<file path="src/shared/spi_fmt_regs.svh">
`ifndef SPI_FMT_REGS_SVH
`define SPI_FMT_REGS_SVH

// rate select codes
`define RATE_BY_TWO 2'h0
`define RATE_BY_EIGHT 2'h1
`define RATE_BY_THIRTY_TWO 2'h2
`define RATE_BY_ONE_TWENTY_EIGHT 2'h3

// bus cycles per half bit time
`define HALF_BY_TWO 7'h01
`define HALF_BY_EIGHT 7'h04
`define HALF_BY_THIRTY_TWO 7'h10
`define HALF_BY_ONE_TWENTY_EIGHT 7'h40

// bits per frame
`define FRAME_BITS 4'h8

`endif

</file>
<file path="src/shared/spi_fmt_pkg.sv">
package spi_fmt_pkg;

  typedef struct packed {
    logic module_enable_bit;
    logic master_select_bit;
    logic cpol;
    logic cpha;
    logic rate_select_high;
    logic rate_select_low;
  } ctrl_t;

  typedef struct packed {
    logic serial_clock_pin;
    logic mosi;
    logic miso;
    logic ss_n;
  } pins_t;

  typedef enum logic {
    ST_IDLE,
    ST_RUN
  } state_t;

endpackage

</file>
<file path="src/hw/spi_fmt.sv">
// How it works
// - four clock polarity and phase combinations come from two control bits
// - polarity only sets the idle level of the serial clock
// - phase picks select-fall start or first-clock-edge start
// - slave drives its data output only while select is low
// - phase clear: first edge samples the msb, presented from select fall
// - slave, phase clear: select fall starts frame, msb driven at once
// - buffer cannot enter shift register during a frame; loads after it
// - phase set: data driven from first edge, which starts the frame
// - slave, phase set: first clock edge starts frame, msb driven
// - master: a data write starts a transfer; phase does not change delay
// - master start: phase clear idles half cycle, phase set opens with edge
// - master clock divider free-runs only while enabled and master
// - generated clock edges fall at fixed bus clock points
// - start delay at most one bit time: 2, 8, 32 or 128 cycles
// - master-select set means master, clear means slave on external clock
// - write with empty shift register and no frame running loads it at once, empty flag set
`timescale 1ns/1ps
`default_nettype none
`include "spi_fmt_regs.svh"

module spi_fmt import spi_fmt_pkg::*; #(
  parameter int DATA_W = 8
) (
  input wire logic ref_clk_i,
  input wire logic rst_n_i,
  input wire ctrl_t ctrl_i,
  input wire logic [DATA_W-1:0] tx_data_i,
  input wire logic tx_write_i,
  input wire pins_t pins_i,
  output logic tx_empty_o,
  output logic [DATA_W-1:0] rx_data_o,
  output logic rx_valid_o,
  output logic busy_o,
  output logic sclk_o,
  output logic sclk_oe_o,
  output logic mosi_o,
  output logic mosi_oe_o,
  output logic miso_o,
  output logic miso_oe_o
);

  // ****************************************
  // mode decode
  // ****************************************
  logic mst;
  logic slv;
  logic cpol;
  logic cpha;
  logic [1:0] rate;
  logic [6:0] half;

  always_comb begin
    mst = ctrl_i.module_enable_bit & ctrl_i.master_select_bit;
    slv = ctrl_i.module_enable_bit & ~ctrl_i.master_select_bit;
    cpol = ctrl_i.cpol;
    cpha = ctrl_i.cpha;
    rate = {ctrl_i.rate_select_high, ctrl_i.rate_select_low};
    unique case (rate)
      `RATE_BY_TWO: half = `HALF_BY_TWO;
      `RATE_BY_EIGHT: half = `HALF_BY_EIGHT;
      `RATE_BY_THIRTY_TWO: half = `HALF_BY_THIRTY_TWO;
      `RATE_BY_ONE_TWENTY_EIGHT: half = `HALF_BY_ONE_TWENTY_EIGHT;
    endcase
  end

  // ****************************************
  // free-running master divider
  // ****************************************
  logic [6:0] cnt;
  logic ph;
  logic [6:0] next_cnt;
  logic next_ph;
  logic tick;

  // held at zero unless enabled as master, to save power
  always_comb begin
    next_cnt = cnt;
    next_ph = ph;
    tick = 1'b0;
    if (!mst) begin
      next_cnt = '0;
      next_ph = 1'b0;
    end else if (cnt == half - 7'h01) begin
      tick = 1'b1;
      next_cnt = '0;
      next_ph = ~ph;
    end else begin
      next_cnt = cnt + 7'h01;
    end
  end

  always_ff @(posedge ref_clk_i or negedge rst_n_i) begin
    if (!rst_n_i) begin
      cnt <= '0;
      ph <= 1'b0;
    end else begin
      cnt <= next_cnt;
      ph <= next_ph;
    end
  end

  // ****************************************
  // frame sequencer and data path
  // ****************************************
  state_t state;
  state_t next_state;
  logic [3:0] nb;
  logic [3:0] next_nb;
  logic [DATA_W-1:0] sh;
  logic [DATA_W-1:0] next_sh;
  logic [DATA_W-1:0] rsh;
  logic [DATA_W-1:0] next_rsh;
  logic [DATA_W-1:0] txbuf;
  logic [DATA_W-1:0] next_txbuf;
  logic txfull;
  logic next_txfull;
  logic loaded;
  logic next_loaded;
  logic [DATA_W-1:0] next_rx_data;
  logic next_rx_valid;
  logic next_sclk;
  logic sclk_q;
  logic ss_q;

  logic din;
  logic s_edge;
  logic s_lead;
  logic s_trail;
  logic ss_fall;
  logic start_m;
  logic lead;
  logic trail;
  logic [DATA_W-1:0] sampled;

  // ****************************************
  // pin edges and shift strobes
  // ****************************************
  // slave pins are used unsynchronised; an edge is a pin level that differs from its value one bus cycle before
  always_comb begin
    din = mst ? pins_i.miso : pins_i.mosi;
    s_edge = pins_i.serial_clock_pin != sclk_q;
    s_lead = slv & ~pins_i.ss_n & s_edge & (pins_i.serial_clock_pin != cpol);
    s_trail = slv & ~pins_i.ss_n & s_edge & (pins_i.serial_clock_pin == cpol);
    ss_fall = ss_q & ~pins_i.ss_n;
    // start only on a bit boundary of the free-running clock
    start_m = mst & (state == ST_IDLE) & loaded & tick & ~ph;
    lead = s_lead | (mst & tick & (((state == ST_RUN) & (sclk_o == cpol))
           | (start_m & cpha)));
    trail = s_trail | (mst & tick & (state == ST_RUN) & (sclk_o != cpol));
    sampled = {rsh[DATA_W-2:0], din};
  end

  always_comb begin
    next_state = state;
    next_nb = nb;
    next_sh = sh;
    next_rsh = rsh;
    next_txbuf = txbuf;
    next_txfull = txfull;
    next_loaded = loaded;
    next_rx_data = rx_data_o;
    next_rx_valid = 1'b0;
    next_sclk = sclk_o;
    if (!ctrl_i.module_enable_bit) begin
      next_state = ST_IDLE;
      next_nb = '0;
      next_sclk = cpol;
    end else begin
      unique case (state)
        ST_IDLE: begin
          next_sclk = cpol;
          if (start_m) begin
            next_state = ST_RUN;
            next_nb = '0;
            if (cpha) begin
              next_sclk = ~cpol;
            end
          end else if (slv && !cpha && ss_fall) begin
            next_state = ST_RUN;
            next_nb = '0;
          end else if (slv && cpha && s_lead) begin
            next_state = ST_RUN;
            next_nb = '0;
          end
        end
        ST_RUN: begin
          if (slv && pins_i.ss_n) begin
            // select lost mid-frame: drop the byte
            next_state = ST_IDLE;
            next_loaded = 1'b0;
          end else begin
            if (mst && tick) begin
              next_sclk = ~sclk_o;
            end
            if (lead) begin
              if (!cpha) begin
                next_rsh = sampled;
                next_nb = nb + 4'h1;
              end else if (nb != 4'h0) begin
                next_sh = sh << 1;
              end
            end
            if (trail) begin
              if (cpha) begin
                next_rsh = sampled;
                next_nb = nb + 4'h1;
                if (nb == `FRAME_BITS - 4'h1) begin
                  next_state = ST_IDLE;
                  next_loaded = 1'b0;
                  next_rx_data = sampled;
                  next_rx_valid = 1'b1;
                end
              end else if (nb == `FRAME_BITS) begin
                next_state = ST_IDLE;
                next_loaded = 1'b0;
                next_rx_data = rsh;
                next_rx_valid = 1'b1;
              end else begin
                next_sh = sh << 1;
              end
            end
          end
        end
      endcase
    end
    // transmit buffer: shift register is locked while a frame runs
    if (tx_write_i) begin
      if (state == ST_IDLE && next_state == ST_IDLE && !loaded) begin
        next_sh = tx_data_i;
        next_loaded = 1'b1;
      end else begin
        // a write to a full buffer overwrites it
        next_txbuf = tx_data_i;
        next_txfull = 1'b1;
      end
    end else if (state == ST_IDLE && next_state == ST_IDLE && !loaded && txfull) begin
      next_sh = txbuf;
      next_loaded = 1'b1;
      next_txfull = 1'b0;
    end
  end

  // ****************************************
  // registers and pin drivers
  // ****************************************
  // every output is a flip-flop, so the pins lag each decision by one bus cycle
  always_ff @(posedge ref_clk_i or negedge rst_n_i) begin
    if (!rst_n_i) begin
      state <= ST_IDLE;
      nb <= '0;
      sh <= '0;
      rsh <= '0;
      txbuf <= '0;
      txfull <= 1'b0;
      loaded <= 1'b0;
      sclk_q <= 1'b0;
      ss_q <= 1'b1;
      tx_empty_o <= 1'b1;
      rx_data_o <= '0;
      rx_valid_o <= 1'b0;
      busy_o <= 1'b0;
      sclk_o <= 1'b0;
      sclk_oe_o <= 1'b0;
      mosi_o <= 1'b0;
      mosi_oe_o <= 1'b0;
      miso_o <= 1'b0;
      miso_oe_o <= 1'b0;
    end else begin
      state <= next_state;
      nb <= next_nb;
      sh <= next_sh;
      rsh <= next_rsh;
      txbuf <= next_txbuf;
      txfull <= next_txfull;
      loaded <= next_loaded;
      sclk_q <= pins_i.serial_clock_pin;
      ss_q <= pins_i.ss_n;
      tx_empty_o <= ~next_txfull;
      rx_data_o <= next_rx_data;
      rx_valid_o <= next_rx_valid;
      busy_o <= next_state == ST_RUN;
      sclk_o <= next_sclk;
      sclk_oe_o <= mst;
      mosi_o <= next_sh[DATA_W-1];
      mosi_oe_o <= mst;
      miso_o <= next_sh[DATA_W-1];
      // the driver opens one cycle after select falls and only while selected
      miso_oe_o <= slv & ~pins_i.ss_n;
    end
  end

endmodule
`default_nettype wire

</file>
<file path="config.mk">
export PLATFORM = sky130hd
export DESIGN_NAME = spi_fmt
export DESIGN_NICKNAME = d
export VERILOG_FILES = /design/src/shared/spi_fmt_pkg.sv /design/src/hw/spi_fmt.sv
export VERILOG_INCLUDE_DIRS = /design/src /design/src/shared
export SDC_FILE = /design/constraint.sdc
export NUM_CORES = 1
export LEC_CHECK = 0
export BUFFER_PORTS_ARGS = -buffer_cell sky130_fd_sc_hd__buf_2
export CORE_MARGIN = 2
export CORE_UTILIZATION = 52
export DETAILED_ROUTE_END_ITERATION = 8
export PLACE_DENSITY = 0.83
export SYNTH_ARGS = -nofsm -noshare
export SYNTH_HDL_FRONTEND = slang
export SYNTH_SLANG_ARGS = --single-unit
</file>
<file path="constraint.sdc">
create_clock -name ref_clk_i -period 2.3 [get_ports ref_clk_i]
set_clock_uncertainty 0.15 [all_clocks]
set_input_delay 0.115 -clock ref_clk_i [delete_from_list [all_inputs] [get_ports ref_clk_i]]
set_output_delay 0.115 -clock ref_clk_i [all_outputs]
set_load 0.02 [all_outputs]
</file>
* Word-level counts from Yosys, hierarchy flattened
Index checks and enable logic that the tools add are counted.
W data, S select, Z words.
** Storage, ports and cells
- Register bits after elaboration :: 55
- Bits of input ports :: 21
** Operators by class
- Bitwise operators :: 30
- Mux-type cells :: 73
- Reduce and logical (&&, ||, !) cells :: 19
- Add/subtract/negate cells :: 3
- Equality and inequality tests :: 16
** Operators with widths (number)
- $mux W8 :: 19
- $mux W1 :: 39
- $mux W4 :: 9
- $pmux W7 S4 :: 1
- $and A1 B1 Y1 :: 17
- $mux W7 :: 2
- $not A1 Y1 :: 10
- $logic_and A1 B1 Y1 :: 9
- $pmux W4 S2 :: 1
- $add A7 B1 Y7 const B :: 1
- $eq A7 B7 Y1 :: 1
- $sub A7 B1 Y7 const B :: 1
- $reduce_and A2 Y1 :: 3
- $reduce_and A6 Y1 :: 1
- $ne A5 B5 Y1 const B :: 1
- $add A4 B1 Y4 const B :: 1
- $eq A2 B2 Y1 const B :: 2
- $eq A4 B3 Y1 const B :: 1
- $eq A4 B4 Y1 const B :: 1
- $ne A2 B1 Y1 const B :: 2
- $pmux W1 S2 :: 2
- $reduce_bool A4 Y1 :: 1
- $ne A1 B1 Y1 :: 3
- $ne A3 B2 Y1 const B :: 1
- 8 further kinds :: 12

* Longest topological paths before layout
- Depth after elaboration :: 21
- Depth in mapped cells :: 8

* Worst setup path after synthesis
No wires, ideal clock.
- Kind :: register to register
- Start :: register cnt[0]
- End :: register rsh[0]
- Arrival time :: 2158 ps
- Buffers on the path :: 1
- Period minus slack after synthesis :: 2433 ps
- Cell stages (with the launch flop) :: 8
- Setup time :: 125 ps
- Path slack :: -133 ps
- Cells stage by stage :: dfrtp_1 or4_4 nor3_4 o2111ai_2 a32oi_4 nand2b_2 buf_6 mux2_4
** On the way
- Cells in the longest elaborated chain, start to end :: 12
- Elaborated cells between the ends (all ways) :: 16
- Classes of those cells :: eq/ne: 1; mux: 5; bitwise: 10
** Ends and longest elaborated chain
- start, declared :: line spi_fmt.sv:70 : logic [6:0] cnt;
- start signal, assigned :: line spi_fmt.sv:98 : cnt <= next_cnt;
- $eq A7 B7 Y1 * :: line spi_fmt.sv:84 : end else if (cnt == half - 7'h01) begin
- $mux W1 * :: line spi_fmt.sv:84
- $mux W1 * :: line spi_fmt.sv:81 : if (!mst) begin
- $and A1 B1 Y1 (2 in a row) :: line spi_fmt.sv:147 : start_m = mst & (state == ST_IDLE) & loaded & tick & ~ph;
- $and A1 B1 Y1 :: line spi_fmt.sv:149 : | (start_m & cpha)));
- $or A1 B1 Y1 :: line spi_fmt.sv:149
- $and A1 B1 Y1 :: line spi_fmt.sv:148 : lead = s_lead | (mst & tick & (((state == ST_RUN) & (sclk_o == cpol))
- $or A1 B1 Y1 :: line spi_fmt.sv:148
- $mux W8 :: line spi_fmt.sv:196 : if (lead) begin
- $mux W8 :: line spi_fmt.sv:205 : if (cpha) begin
- $mux W8 * :: line spi_fmt.sv:204 : if (trail) begin
- end signal, assigned :: line spi_fmt.sv:273 : rsh <= next_rsh;
- end, declared :: line spi_fmt.sv:112 : logic [DATA_W-1:0] rsh;
Mark *: on every way between the ends. The rest lies on a longest branch, timed or not.
A chain may end at the register's enable or synchronous reset.

* Worst setup path in the final report
- Start :: register cnt[0]
- End :: register rx_data_o[1]
** On the way
- Cells in the longest elaborated chain, start to end :: 8
** Ends and longest elaborated chain
- $eq A7 B7 Y1 :: line spi_fmt.sv:84
- $mux W1 :: line spi_fmt.sv:84
- $mux W1 :: line spi_fmt.sv:81
- $and A1 B1 Y1 (3 in a row) :: line spi_fmt.sv:150 : trail = s_trail | (mst & tick & (state == ST_RUN) & (sclk_o != cpol));
- $or A1 B1 Y1 :: line spi_fmt.sv:150
- $reduce_and A6 Y1 (no line)
- end signal, assigned :: line spi_fmt.sv:280 : rx_data_o <= next_rx_data;
- end, declared :: line spi_fmt.sv:32 : output logic [DATA_W-1:0] rx_data_o,
Every way passes these cells.

==> impl_metrics.py <==
metrics = {
    "sta": {
        "hold_viol_final": 0,
        "slew_viol_final": 0,
        "worstMarginPinSlew_ns": 0.677,
        "fin_crit_sh": 1.06,
        "setup_viol": 21,
        "max_freq_mhz": 412,
        "setup_ws_ns": -0.127,
        "slew_headroom": 0.549,
        "rsz0062_at_grt": "yes",
        "min_period_ns": 2.43,
    },
    "floorplan": {
        "die_w_um": 77.8,
        "coreArea_um2": 5170,
        "rows": 26,
        "io-pin-count": 38,
        "die_area_um2": 6060,
        "initial_utilization": 0.548,
        "fp.dieH_um": 77.8,
    },
    "placed_design": {
        "io_buffer_count": 37,
        "post-dp-hpwl_um": 4400,
        "place_congestion": 0.840,
        "placed_cell_area_um2": 3300,
    },
    "detailed_routing": {
        "remaining_drc_errors": 0,
        "routedWlPerCell_um": 16.6,
        "vias_per_cell": 5.78,
        "dr.first_iter.drc_count": 168,
        "first_pass_iters": 6,
        "vias": 2285,
        "postRouteAntennaNets": 0,
        "routed_wl_um": 6570,
    },
    "logic_synthesis": {
        "synth_area_per_cell_um2": 11.5,
        "synth-warning-count": 0,
        "synth_top_family_by_area": "compound AO/OA/AOI/OAI gates",
        "ys_seq_area_frac": 0.478,
        "ys_top_cells_by_area": "dfrtp_1 46%, mux2_2 6.4%, mux2_4 3.7%, mux2_1 3.2%, a221o_1 2.1%",
        "async_reset_ff_frac": 1.00,
        "yosys.area_share.simple": 0.145,
        "synth_cells": 247,
        "ys.flop_type": "dfrtp_1",
        "yosys.area.top_type": "dfrtp_1",
        "synth_nets": 271,
        "syn_area_um2": 2830,
        "muxShareOfSynthArea": 0.140,
        "synth_top_area_frac": 0.459,
        "synthAdderAreaFrac": 0.0168,
        "synth-edff-count": 0,
        "ys_types": 66,
        "synth-seq-cells": 54,
        "synth_xor_xnor_area_share": 0.0247,
        "synth_compound_gate_area_share": 0.158,
    },
    "job": {
        "cap_violations": 0,
    },
    "critical_path": {
        "start_kind": "flip-flop",
        "crit_fanout": 5,
        "path_cells": "or4_4 > nor3_4 > o2111a_1 > o21ai_2 > or2_4 > buf_12 > mux2_4",
        "arrival_ns": 2.48,
        "crit_type": "reg -> reg",
        "path_buf_inv": 1,
        "cp-end-kind": "flip-flop",
        "critical-path-top-delay-family": "simple AND/OR/NAND/NOR gates",
        "ff2ff_path_depth": 7,
        "worst-endpoint-required_ns": 2.36,
        "cpPeakStageDelay_ns": 0.54,
        "cp.depth": 7,
        "slowest_stage": "or4_4",
    },
    "outcome": {
        "violations": "negative setup slack",
        "status": "finished, violations left",
    },
    "pwr": {
        "vdd_ir_drop_max_mv": 0.399,
        "total_power_mw": 2.55,
        "powerDensity_nw_per_um2": 701,
        "cellLeakagePower_nw": 1.79,
    },
    "global_routing": {
        "grt_usage": 0.234,
        "grt_pass1_vias": 2287,
        "grt_max_degree": 55,
        "antenna_found_initial": 0,
        "grt_pass1_wl_um": 11100,
        "gr-total-overflow": 0,
    },
    "cells_and_area": {
        "area_growth_pct": 28.3,
        "fin_nets": 348,
        "design_area_um2": 3640,
        "num-fill-cells": 367,
        "layout-drive-gt1-share": 0.403,
        "regArea_um2": 1350,
        "multi_input_area_um2": 1450,
        "diodes": 0,
    },
    "min_path": {
        "hold_depth": 3,
        "hold_path.class": "in -> reg",
    },
    "cts": {
        "path_clk_slew_ns": 0.09,
        "cts_htree_levels": 2,
        "numCtsBuffers": 5,
        "cts_tree": "built",
        "cts-root-buf": "clkbuf_8",
        "clk_latency_ns": 0.32,
        "clock-sinks": 54,
        "clockBufferDepth": 2,
    },
}
## cell usage in the layout (no fill, tap or decap), drive strengths merged, types with 5 or more instances in the layout
master       Yosys  routed
a21oi            5       5
inv             14      15
nor3             6       6
clkbuf           5       5
nand3            6       6
dfrtp           52      52
a22o             5       5
and4             6       6
a221o            6       6
dlygate4sd3      0      13
mux2            31      31
nor2            15      15
nand2           16      16
o21ai            8       8
buf              5      67
## power breakdown
part | switching (mW) | leakage, nW | internal [mW] | total, mW
clock | 0.332 | 0.0587 | 0.330 | 0.662
sequential | 0.0963 | 0.695 | 1.11 | 1.20
combinational | 0.343 | 1.04 | 0.344 | 0.687
## cells by family after synthesis
kind of cell	after synthesis
simple gates	72
flops	54
xor+xnor	8
buf+inv	24
compound gates	52
fa+ha+maj	4
mux	33
## final timing paths
check	start	endpoint	slack, ns
worst max register to register	cnt[0]$_DFF_PN0_	rx_data_o[1]$_DFFE_PN0P_	-0.13
max in group asynchronous	rst_n_i	nb[0]$_DFFE_PN0P_	1.25
worst min register to register	rx_data_o[2]$_DFFE_PN0P_	rx_data_o[2]$_DFFE_PN0P_	0.37
worst max-delay path	cnt[0]$_DFF_PN0_	rx_data_o[1]$_DFFE_PN0P_	-0.13
worst min-delay path	pins_i[2]	rsh[0]$_DFFE_PN0P_	0.04
min in group asynchronous	rst_n_i	rx_data_o[3]$_DFFE_PN0P_	0.28
## layer usage
| metal | GRT usage | vias to the layer above | share of wire |
|---|---|---|---|
| met5 | 0 | - | 0 |
| met4 | 0.0768 | 0 | 0.019 |
| met3 | 0.0558 | 17 | 0.059 |
| met2 | 0.381 | 92 | 0.48 |
| met1 | 0.308 | 1116 | 0.44 |
| li1 | - | 1060 | - |
## registers in the layout, summed over array words and instances, names as in the netlist, 4 cells and up
name,cells
nb,4
rsh,8
txbuf,8
sh,7
cnt,7
rx_data_o,8
## worst reg2reg max path, stage by stage, from the launching register on
cell and delay, ns:
dfrtp_1 0.39, or4_4 0.54, nor3_4 0.14, o2111a_1 0.28, o21ai_2 0.10, or2_4 0.28, buf_12 0.15, mux2_4 0.29
## what timing repair did
item	CTS	global route
hold buffers	13	0
cloned	1	0
gates resized for setup	6	6
endpoints found under the hold margin	64	0
setup endpoints to repair	26	38
buffers inserted	1	1
pin swaps	0	1
## cell type report
| type | count | area share |
|---|---|---|
| clock buffers | 5 | 0.0189 |
| clock inverters | 3 | 0.0131 |
| inverters | 14 | 0.0144 |
| multi-input cells | 169 | 0.399 |
| flip-flops and latches | 54 | 0.372 |
| well taps | 70 | 0.0241 |
| repair buffers | 80 | 0.159 |
## through the flow
stage / setup WS (ns) / hold WS, ns / util / setup TNS [ns] / cells
after floorplan: -0.0764 / -0.331 / - / -0.926 / 247
after global placement: -0.0500 / 0.0912 / 0.638 / -0.497 / 371
after detailed placement: -0.101 / 0.0930 / 0.638 / -1.27 / 371
after CTS: -0.105 / 0.0110 / 0.695 / -1.55 / 394
after global routing: -0.204 / 0.0496 / 0.703 / -3.91 / 395
final: -0.127 / 0.0416 / 0.703 / -1.82 / 395
## cells in the mapped netlist (2+ instances only)
library cell and count:
dfrtp_1 52, mux2_2 16, nand2_1 16, nor2_1 15
inv_1 13, mux2_1 8, mux2_4 7, a221o_1 6
and4_1 6, nand3_1 6, a22o_1 5, clkbuf_1 5
a21oi_1 4, a22oi_1 4, nor3_1 4, o21ai_0 4
o21ai_1 4, or3b_1 4, xnor2_1 4, xor2_1 4
ha_1 3, nand4_1 3, a31o_2 2, and2_1 2
buf_2 2, buf_4 2, dfstp_2 2, mux2i_1 2
nand2b_1 2, nor2b_1 2, o22ai_1 2, or2_2 2
(Power assumes the default switching activity.)
